**src/sp0u_pkg.sv**
```systemverilog
package sp0u_pkg;
	localparam logic [7:0] OFS_CTRL     = 8'h98;
	localparam logic [7:0] OFS_DATA     = 8'h99;
	localparam logic [7:0] OFS_BAUD     = 8'h9A;
	localparam logic [7:0] OFS_IRQ_STAT = 8'h9B;
	localparam logic [7:0] OFS_IRQ_MASK = 8'h9C;
	localparam logic [7:0] RST_CTRL     = 8'h00;
	localparam logic [7:0] RST_DATA     = 8'h00;
	localparam int BIT_MODE_HI  = 7;
	localparam int BIT_MODE_LO  = 6;
	localparam int BIT_VARIANT  = 5;
	localparam int BIT_RX_EN    = 4;
	localparam int BIT_TX_NINTH = 3;
	localparam int BIT_RX_NINTH = 2;
	localparam int BIT_TX_DONE  = 1;
	localparam int BIT_RX_DONE  = 0;
	localparam int BIT_DOUBLER  = 7;
	localparam int PER_M0_SLOW  = 12;
	localparam int PER_M0_FAST  = 4;
	localparam int PER_M2_STD   = 64;
	localparam int PER_M2_DBL   = 32;
	localparam int OVERSAMPLE   = 16;
	typedef enum logic [1:0] {
		SP0U_M0 = 2'b00,
		SP0U_M1 = 2'b01,
		SP0U_M2 = 2'b10,
		SP0U_M3 = 2'b11
	} sp0u_mode_t;
	typedef struct packed {
		logic [7:0] addr;
		logic [7:0] wdata;
		logic       wr;
		logic       rd;
	} sp0u_bus_t;
endpackage

```
**src/sp0u_sync.sv**
```systemverilog
`timescale 1ns/1ps
module sp0u_sync
	import sp0u_pkg::*;
#(
	parameter logic INIT = 1'b1
) (
	// clock and reset
	input  wire logic sys_clk,
	input  wire logic rst_n,
	// pin and filtered level
	input  wire logic pin,
	output logic      level
);
	logic s1;
	logic s2;
	logic s3;
	// first stage feeds only the second
	always_ff @(posedge sys_clk) begin
		if (!rst_n) begin
			s1    <= INIT;
			s2    <= INIT;
			s3    <= INIT;
			level <= INIT;
		end else begin
			s1 <= pin;
			s2 <= s1;
			s3 <= s2;
			if (s2 == s3) begin
				level <= s3;
			end
		end
	end
endmodule

```
**src/sp0u_uart.sv**
```systemverilog
// Chosen here: the strobed register port.
`timescale 1ns/1ps
module sp0u_uart
	import sp0u_pkg::*;
(
	// clock and reset
	input  wire logic       sys_clk,
	input  wire logic       rst_n,
	// register port
	input  wire sp0u_bus_t  bus,
	output logic [7:0]      rdData,
	// baud tick from timer logic, 16x oversample
	input  wire logic       baudTick,
	// serial pins: txd line and bidirectional rxd line
	output logic            txdOut,
	input  wire logic       rxdIn,
	output logic            rxdOut,
	output logic            rxdOe,
	// interrupt
	output logic            irq
);
	// ****************************************
	// registers and decode
	// ****************************************
	logic [7:0] ctrl;
	logic [7:0] baudReg;
	logic [7:0] rxBuf;
	logic [1:0] irqStat;
	logic [1:0] irqMask;
	logic       rxLevel;
	sp0u_mode_t mode;
	assign mode = sp0u_mode_t'(ctrl[BIT_MODE_HI:BIT_MODE_LO]);
	wire variant   = ctrl[BIT_VARIANT];
	wire rxEn      = ctrl[BIT_RX_EN];
	wire doubler   = baudReg[BIT_DOUBLER];
	wire selCtrl   = bus.addr == OFS_CTRL;
	wire selData   = bus.addr == OFS_DATA;
	wire selBaud   = bus.addr == OFS_BAUD;
	wire selStat   = bus.addr == OFS_IRQ_STAT;
	wire selMask   = bus.addr == OFS_IRQ_MASK;
	wire wrCtrl    = bus.wr && selCtrl;
	wire wrData    = bus.wr && selData;
	wire rdStat    = bus.rd && selStat;

	sp0u_sync #(.INIT(1'b1)) uSync (
		.sys_clk (sys_clk),
		.rst_n   (rst_n),
		.pin     (rxdIn),
		.level   (rxLevel)
	);

	// ****************************************
	// bit timing
	// ****************************************
	// frame length in bits; mode 0 words carry no start or stop bit
	function automatic logic [3:0] frame_bits(input sp0u_mode_t m);
		if (m == SP0U_M0) begin
			frame_bits = 4'h8;
		end else if (m[1]) begin
			frame_bits = 4'hB;
		end else begin
			frame_bits = 4'hA;
		end
	endfunction

	// mode 0 and 2 tick counters run off sys_clk; modes 1 and 3 use baudTick
	logic [6:0] divCnt;
	wire [6:0] divLimit = (mode == SP0U_M0) ? (variant ? 7'(PER_M0_FAST) : 7'(PER_M0_SLOW))
		: (doubler ? 7'(PER_M2_DBL / OVERSAMPLE) : 7'(PER_M2_STD / OVERSAMPLE));
	wire divTick = divCnt == divLimit - 7'd1;
	// one oversample tick: mode 0 uses a whole bit period per tick
	wire sTick = (mode == SP0U_M1 || mode == SP0U_M3) ? baudTick : divTick;
	always_ff @(posedge sys_clk) begin
		if (!rst_n || divTick) divCnt <= 7'd0;
		else divCnt <= divCnt + 7'd1;
	end

	// ****************************************
	// transmitter
	// ****************************************
	logic [10:0] txShift;
	logic [3:0]  txBits;
	logic [3:0]  txSub;
	logic        txBusy;
	logic        txDonePulse;
	wire         m0 = mode == SP0U_M0;
	wire         nine = mode[1];
	// frame of start, data, optional ninth, stop: 10 or 11 bits
	wire [10:0]  txFrame = nine ? {1'b1, ctrl[BIT_TX_NINTH], bus.wdata, 1'b0}
		: {2'b11, bus.wdata, 1'b0};
	wire [3:0]   txLen = frame_bits(mode);
	wire         txStep = sTick && (m0 || txSub == 4'(OVERSAMPLE - 1));
	// flag is raised as the last data bit (the ninth bit in 11-bit frames) ends, before the stop bit
	wire         txLastData = txStep && txBits == (m0 ? 4'd1 : 4'd2);
	always_ff @(posedge sys_clk) begin
		if (!rst_n) begin
			txShift <= 11'h7FF;
			txBits  <= 4'd0;
			txSub   <= 4'd0;
			txBusy  <= 1'b0;
			txdOut  <= 1'b1;
		end else if (wrData) begin
			txShift <= m0 ? {3'b111, bus.wdata} : txFrame;
			txBits  <= txLen;
			txSub   <= 4'd0;
			txBusy  <= 1'b1;
		end else if (txBusy && sTick) begin
			txSub <= txSub + 4'd1;
			if (txStep) begin
				txShift <= {1'b1, txShift[10:1]};
				txBits  <= txBits - 4'd1;
				txBusy  <= txBits != 4'd1;
			end
			if (!m0) txdOut <= txShift[0];
		end else if (!txBusy) begin
			txdOut <= 1'b1;
		end
	end
	assign txDonePulse = txBusy && txLastData;

	// ****************************************
	// receiver
	// ****************************************
	logic [9:0] rxShift;
	logic [3:0] rxBits;
	logic [3:0] rxSub;
	logic       rxBusy;
	logic       rxDonePulse;
	logic       rxNinth;
	logic       rxPrev;
	wire        rxFall = rxPrev && !rxLevel;
	wire        rxLen9 = nine;
	wire        rxSample = sTick && rxSub == 4'(OVERSAMPLE / 2 - 1);
	wire [3:0]  rxTotal = frame_bits(mode);
	// word ends on the ninth-bit sample in 11-bit frames and on the stop
	// sample in 10-bit frames; both are sample nine after the start
	wire        rxEnd = rxBusy && !m0 && rxSample
		&& rxBits == rxTotal - (rxLen9 ? 4'h2 : 4'h1);
	// frame bits after the start: data then ninth or stop
	wire        lastBit = rxLevel;
	// multiprocessor variant drops a frame whose last bit is low
	wire        keep = !variant || lastBit;
	always_ff @(posedge sys_clk) begin
		if (!rst_n) begin
			rxShift     <= 10'h000;
			rxBits      <= 4'd0;
			rxSub       <= 4'd0;
			rxBusy      <= 1'b0;
			rxBuf       <= RST_DATA;
			rxPrev      <= 1'b1;
			rxDonePulse <= 1'b0;
			rxNinth     <= 1'b0;
			rxdOut      <= 1'b1;
			rxdOe       <= 1'b0;
		end else begin
			rxPrev      <= rxLevel;
			rxDonePulse <= 1'b0;
			if (m0) begin
				// mode 0 reception driven by receive enable; txd clock stays idle
				if (wrCtrl && bus.wdata[BIT_RX_EN] && !rxBusy) begin
					rxBusy <= 1'b1;
					rxBits <= 4'd0;
				end else if (rxBusy && sTick) begin
					rxShift <= {rxLevel, rxShift[9:1]};
					rxBits  <= rxBits + 4'd1;
					if (rxBits == 4'd7) begin
						rxBusy      <= 1'b0;
						rxBuf       <= {rxLevel, rxShift[9:3]};
						rxDonePulse <= 1'b1;
					end
				end
				// transmit drives rxd as data in mode 0
				rxdOe  <= txBusy;
				rxdOut <= txShift[0];
			end else begin
				rxdOe  <= 1'b0;
				rxdOut <= 1'b1;
				if (!rxBusy) begin
					if (rxEn && rxFall) begin
						rxBusy <= 1'b1;
						rxBits <= 4'd0;
						rxSub  <= 4'd0;
					end
				end else if (sTick) begin
					rxSub <= rxSub + 4'd1;
					if (rxSample) begin
						rxShift <= {rxLevel, rxShift[9:1]};
						rxBits  <= rxBits + 4'd1;
						if (rxBits == 4'd0 && rxLevel) rxBusy <= 1'b0;
					end
					if (rxEnd) begin
						rxBusy <= 1'b0;
						if (keep) begin
							rxBuf <= rxShift[9:2];
							rxNinth <= lastBit;
							rxDonePulse <= 1'b1;
						end
					end
				end
			end
		end
	end

	// ****************************************
	// control, flags and interrupt
	// ****************************************
	// hardware set wins over a software clear in the same cycle
	logic [7:0] next_ctrl;
	always_comb begin
		next_ctrl = ctrl;
		if (wrCtrl) next_ctrl = bus.wdata;
		if (!m0) next_ctrl[BIT_RX_NINTH] = rxDonePulse ? rxNinth : next_ctrl[BIT_RX_NINTH];
		if (txDonePulse) next_ctrl[BIT_TX_DONE] = 1'b1;
		if (rxDonePulse) next_ctrl[BIT_RX_DONE] = 1'b1;
	end
	always_ff @(posedge sys_clk) begin
		if (!rst_n) begin
			ctrl    <= RST_CTRL;
			baudReg <= 8'h00;
			irqStat <= 2'b00;
			irqMask <= 2'b00;
			rdData  <= 8'h00;
			irq     <= 1'b0;
		end else begin
			ctrl <= next_ctrl;
			if (bus.wr && selBaud) baudReg <= bus.wdata;
			if (bus.wr && selMask) irqMask <= bus.wdata[1:0];
			irqStat <= (rdStat ? 2'b00 : irqStat) | {txDonePulse, rxDonePulse};
			irq <= |(((rdStat ? 2'b00 : irqStat) | {txDonePulse, rxDonePulse}) & irqMask);
			if (bus.rd) begin
				if (selCtrl) rdData <= ctrl;
				else if (selData) rdData <= rxBuf;
				else if (selBaud) rdData <= baudReg;
				else if (selStat) rdData <= {6'h00, irqStat};
				else if (selMask) rdData <= {6'h00, irqMask};
				else rdData <= 8'h00;
			end else begin
				rdData <= 8'h00;
			end
		end
	end
endmodule

```
**config.mk**
```make
export PLATFORM = sky130hd
export DESIGN_NAME = sp0u_uart
export DESIGN_NICKNAME = d
export VERILOG_FILES = /design/src/sp0u_pkg.sv /design/src/sp0u_sync.sv /design/src/sp0u_uart.sv
export SDC_FILE = /design/constraint.sdc
export NUM_CORES = 1
export LEC_CHECK = 0
export ABC_CLOCK_PERIOD_IN_PS = 3500
export BUFFER_PORTS_ARGS = -buffer_cell sky130_fd_sc_hd__buf_2
export CAP_MARGIN = 20
export CORE_MARGIN = 5
export CORE_UTILIZATION = 50
export CTS_CLUSTER_SIZE = 25
export DETAILED_ROUTE_END_ITERATION = 10
export HOLD_SLACK_MARGIN = 0.05
export PLACE_DENSITY = 0.74
export SYNTH_ARGS = -nofsm -noshare
export SYNTH_HDL_FRONTEND = slang
export SYNTH_SLANG_ARGS = --single-unit
```
**constraint.sdc**
```tcl
create_clock -name sys_clk -period 3.5 [get_ports sys_clk]
set_clock_uncertainty 0.05 [all_clocks]
set_input_delay 0.7 -clock sys_clk [delete_from_list [all_inputs] [get_ports sys_clk]]
set_output_delay 0.7 -clock sys_clk [all_outputs]
set_load 0.05 [all_outputs]
```
After elaboration in Yosys (flattened, before gate mapping)
Index checks and enable logic that the tools add are counted.

Memories kept: 0. ROM bits: 0. Output and inout bits: 12. Bits in latches: 0. Input bits: 22. Memory bits (writable): 0. Bits in registers: 93.

Equal/unequal tests: 25. Reduce and logical (&&, ||, !) cells: 53. Magnitude comparators: 0. $mul: 0. Divide/modulo/power cells: 0. Shifts and indexed selects: 0. Multiplexer cells: 74. Bitwise operators: 5. Add/subtract/negate cells: 7.

Operators with widths (count): $mux 8 (11); $mux 10 (8); $mux 4 (14); $eq 8x8->1 const B (5); $mux 11 (3); $mux 1 (30); $reduce_bool 2->1 (10); $logic_and 1x1->1 (19); $add 4x1->4 const B (3); $mux 2 (6); $reduce_and 5->1 (2); $eq 4x3->1 const B (2); $reduce_and 2->1 (4); $add 7x1->7 const B (1); $eq 7x7->1 (1); $reduce_and 7->1 (1); $mux 3 (2); $ne 2x1->1 const B (3); $ne 2x2->1 const B (3); $ne 3x1->1 const B (2); $reduce_and 3->1 (2); $logic_not 1->1 (5); $sub 4x1->5 const B (1); $eq 4x2->1 (1); 19 further kinds (25).

Logic depth before layout (Yosys ltp)
Depth after elaboration: 12. Depth in mapped cells: 9.

Cells and area by module
From an unflattened synthesis, not the netlist that was laid out.

Cells, all modules: 489. Area total of the unflattened synthesis: 4336.7 um^2.

Modules (own cells, without submodules): sp0u_uart (instances 1, area an instance 4224.1 um^2, cells each 479); sp0u_sync (instances 1, area an instance 112.6 um^2, cells each 10).

Worst setup path before layout
OpenSTA, ideal clock, no wires.

Path kind: input to register. From: in bus[10] (netlist name). To: reg txShift[9]. Stages on the path: 8. Arrival: 2066 ps. Library setup time: 128 ps. Path slack: 1256 ps. Required time: 3322 ps. Path buffers: 3. Path through: clkbuf_1 > nor2b_1 > and3_1 > clkbuf_1 > clkbuf_1 > nand3b_1 > o31ai_1 > nand2_1.

Longest elaborated chain between the ends: 4. Elaborated cells on any way between the ends: 6. Those cells by class: eq/ne: 1; mux: 1; reduce/logical: 4.

Ends and longest elaborated chain: from (decl) (line sp0u_uart.sv:10) `input wire sp0u_bus_t bus,`; $eq 8x8->1 (*) (line sp0u_uart.sv:37) `wire selData = bus.addr == OFS_DATA;`; $logic_and 1x1->1 (*) (line sp0u_uart.sv:42) `wire wrData = bus.wr && selData;`; $reduce_bool 2->1 (no source line); $reduce_and 2->1 (no source line); to (signal assigned) (line sp0u_uart.sv:103) `txShift <= m0 ? {3'b111, bus.wdata} : txFrame;`; to (signal assigned) (line sp0u_uart.sv:110) `txShift <= {1'b1, txShift[10:1]};`; to (decl) (line sp0u_uart.sv:81) `logic [10:0] txShift;`.

Every way passes the cells marked *; elsewhere a longest branch is shown, timed or not. A chain may end at the register's enable or synchronous reset.

Final worst setup path
From: reg divCnt[3]. To: reg txShift[8].

Longest elaborated chain between the ends: 5. Elaborated cells on any way between the ends: 7. Those cells by class: eq/ne: 1; mux: 1; reduce/logical: 5.

Ends and longest elaborated chain: from (decl) (line sp0u_uart.sv:67) `logic [6:0] divCnt;`; from (signal assigned) (line sp0u_uart.sv:75) `else divCnt <= divCnt + 7'd1;`; $eq 7x7->1 (*) (line sp0u_uart.sv:70) `wire divTick = divCnt == divLimit - 7'd1;`; $mux 1 (*) (line sp0u_uart.sv:72) `wire sTick = (mode == SP0U_M1 || mode == SP0U_M3) ? baudTick : divTick;`; $logic_and 1x1->1 (on tied branches) (line sp0u_uart.sv:107, sp0u_uart.sv:92); $reduce_bool 2->1 (no source line); $reduce_and 2->1 (no source line) (*).

Marks and branches as above.

==> results.txt <==
- In this run the tool buffered the top-level ports with 33 buffer cells.
* Commonest non-fill, non-tap cell in the layout: dfxtp_1
- Counting every sink on the clock net gives 90.
- The number of antenna diodes in the final layout is 0.
* Number of fillers in the final layout: 757
* Internal cell power: 1.40 mW
- Worst Tran Pin Value: 0.713 ns
* Highest net fanout along the worst path: 18
- The library cells used most frequently in the layout, excluding fill and tap cells, are 90 x dfxtp_1, 64 x nor2_1, 54 x nand2_1, 42 x mux2i_1, 33 x buf_2.
- The final count of hold timing violations was 0.
* Buffer depth of the longest clock path: 2
- Post-route insts no fill: ~610
- The mapped netlist covers between 4000 and 5000 um^2.
- Once layout is complete, the utilization of the core stands at 0.562.
- In this run the critical register-to-register path is captured at txShift[8].
- The floorplan step defined a die boundary enclosing around 10000 um^2.
* Power, Total: about 1.9 mW
* ANT nets after route: 0
* Hold Startpoint: uSync.s1
- The number of pins with negative max-slew slack in the final report was 0.
- DP HPWL: around 6800 um
- Dividing total power by cell area gives a power density of around 400 nW/um^2.
- After the last flow step, the layout net total stands at roughly 530.
- The Yosys step of the flow raised 0 warnings.
* Final-layout setup total negative slack: 0 ns
- Fraction of the cycle the final worst path needs: 0.734
* Hold depth: 1
- Signal arrival time at the worst endpoint: 2.76 ns
- RSZ-0062 raised after global routing: no
- CP Launch Type: flip-flop
- Static timing analysis puts the maximum clock frequency at 0.389 GHz.
- Summed over all layers, the routed wires come to approximately 9700 um.
- The share of total power dissipated in combinational logic is 0.041.
* Root Driver: clkbuf_8
- The H-tree was split into 3 levels.
* Die outline width: approximately 100 um
- In the final layout, the share of cells above drive strength 1 is 0.142.
- The worst path in the final design needs a cycle of 2.57 ns, including I/O delays and setup.
- Of the total power, registers draw 0.557.
* Number of cell instances on the worst register-to-register path: 6
- Classification of the worst setup path: reg2reg
* I/O pins: 34
- Placeable core area: a little over 8000 um^2
- Required time of the worst setup path: between 3 and 4 ns
- IR drop worst, VDD: ~0.00018 V
- Yosys reg bits: 90
- The first global-routing pass estimated 16000 um of wire.
- Across every metal layer, demand over resource in global routing totals 0.194.
- Buffers inserted during clock tree synthesis total 9.
- Synthesis produced a netlist with a net count of slightly above 500.
* Max-cap check violation count: 0
- Per-cell routed wire length: 16.0 um
* Sw Ratio: 0.247
- From synthesis to final layout, the design area changed by 9.23%.
- The setup check on the worst reg-to-reg path leaves a slack of approximately 0.93 ns.
* CP Capture Type: flip-flop
- Initial DRC Count: between 100 and 150
- Post-CTS setup buffers: 0
- Standard-cell rows: 33
* Clock share of power: 0.402
- In this run, distinct cell masters in the synthesized netlist total between 60 and 70.
- Final setup vio count: 0
- Routed via count: roughly 3400
* Asr flop ratio synth: 0
- The worst register-to-register path begins at divCnt[3].
* Via count of the first global-routing pass: approximately 3300
- Number of vias per cell: ~5.7
- Share of the yosys chip area belonging to registers: 0.426
- The first TritonRoute pass finished after 6 iterations.
- Overall overflow remaining after global route: 0
- Including well taps, the total number of placed cells is approximately 600.
* EDFF count, synth: 0
- Final weighted congestion in routability-driven placement: roughly 0.88
* Resized Gates After CTS: 0
- Clock-pin slew on the worst setup and hold paths: around 0.1 ns
- The flow ran to the end, and the final reports show no timing, DRC or antenna violations.
- The path class of the tightest hold or removal check is reg2reg.
* Pin count of the biggest net entering global routing: 28
- Die Height: between 100 and 150 um
- TritonCTS clock tree: done
- Summed over all cells, the static leakage comes to around 1.8 nW.
- The path with the worst hold slack has its endpoint at uSync.s2.
* Relative slew slack: 0.520
- At the later pin of the worst-skew pair, clock insertion delay measures around 0.36 ns.
- Net switching component of the power: ~0.46 mW
- For this run, the leading register cell type out of synthesis is dfxtp_1.
- For this design, the CTS-stage hold fixing added 0 buffers.
* Remaining design rule violation count: 0
* Mean area per synthesized cell: approximately 9 um^2
- Starting Density: 0.515
- The initial antenna violation count is 0.
- Synthesis handed over a netlist of roughly 480 instances.
layer usage:
layer / global-route usage / share of wire / vias to the layer above
li1: - / - / 1713
met1: 0.250 / 0.45 / 1604
met2: 0.309 / 0.48 / 89
met3: 0.0430 / 0.051 / 21
met4: 0.0898 / 0.022 / 0
met5: 0 / 0 / -
power groups by stage:
stage | sequential (mW) | clock [mW] | combinational [mW]
after floorplan | 1.06 | 0 | 0.0444
after global placement | 1.06 | 0 | 0.0727
after detailed placement | 1.06 | 0 | 0.0740
after CTS | 1.03 | 0.759 | 0.0749
after global routing | 1.03 | 0.800 | 0.0825
final | 1.03 | 0.747 | 0.0758
critical path, cell delays in order (launching register included):
cell	delay, ns
dfxtp_1	0.52
and4bb_1	0.24
a31oi_1	0.06
a32oi_4	0.56
and2_1	0.66
mux2i_1	0.27
a31oi_1	0.09
metrics by stage:
stage / hold WS [ns] / setup WS [ns] / area, um^2
floorplan: 0.336 / 1.26 / 4230
global placement: 0.345 / 0.961 / 4410
detailed placement: 0.350 / 0.909 / 4410
CTS: 0.371 / 0.963 / 4620
global route: 0.384 / 0.725 / 4620
finish: 0.369 / 0.932 / 4620
cell type report:
| type | instances | area [um^2] | share of cell area |
|---|---|---|---|
| Multi-Input combinational cell | 340 | 2210 | 0.479 |
| Sequential cell | 90 | 1800 | 0.390 |
| Timing Repair Buffer | 39 | 210 | 0.0455 |
| Tap cell | 105 | 131 | 0.0284 |
| Clock buffer | 9 | 124 | 0.0268 |
| Clock inverter | 7 | 81.3 | 0.0176 |
| Inverter | 16 | 60.1 | 0.0130 |
state kept, by name, summed over array words and instances (netlist names), 2 cells and up:
signal and count:
baudReg 8, ctrl 8, divCnt 7, irqMask 2, irqStat 2, rdData 8, rxBits 4, rxBuf 8
rxShift 8, rxSub 4, txBits 4, txShift 10, txSub 4
worst max-delay path by stage:
stage | start | end | slack, ns | cells after the start
after floorplan | bus[10] | txShift[9] | 1.26 | 8
after global placement | baudTick | txShift[8] | 0.96 | 6
after detailed placement | baudTick | txShift[8] | 0.91 | 6
after CTS | ctrl[7] | txShift[8] | 0.96 | 6
after global routing | ctrl[7] | txShift[8] | 0.72 | 6
final | divCnt[3] | txShift[8] | 0.93 | 6
logic make-up (layout without fill, tap and decap cells):
group,after synthesis,count (layout),share of synthesized area
compound gates,78,78,0.137
simple gates,192,192,0.218
xor+xnor,14,14,0.0290
fa+ha+maj,7,7,0.0207
buf+inv,46,71,0.0512
flops,90,90,0.426
mux,49,49,0.118
cell usage after synthesis, types with 3 or more instances:
master / n / area (um^2)
xor2_1: 8 / 70.1
mux2i_1: 42 / 420
a31oi_1: 11 / 68.8
xnor2_1: 6 / 52.6
ha_1: 7 / 87.6
clkbuf_1: 18 / 67.6
dfxtp_1: 90 / 1800
and2_1: 4 / 25.0
a311oi_1: 7 / 61.3
and3_1: 7 / 43.8
nand2_1: 54 / 203
buf_2: 7 / 35.0
mux2_2: 7 / 78.8
or3_1: 7 / 43.8
nor3_1: 6 / 30.0
nor4_1: 3 / 18.8
a21oi_1: 11 / 55.1
o21a_1: 3 / 22.5
a22oi_1: 7 / 52.6
nand3_1: 20 / 100
inv_1: 16 / 60.1
nand2b_1: 6 / 37.5
o21ai_0: 14 / 70.1
nor2_1: 64 / 240
a211oi_1: 3 / 22.5
Power figures use the tool's default switching activity.
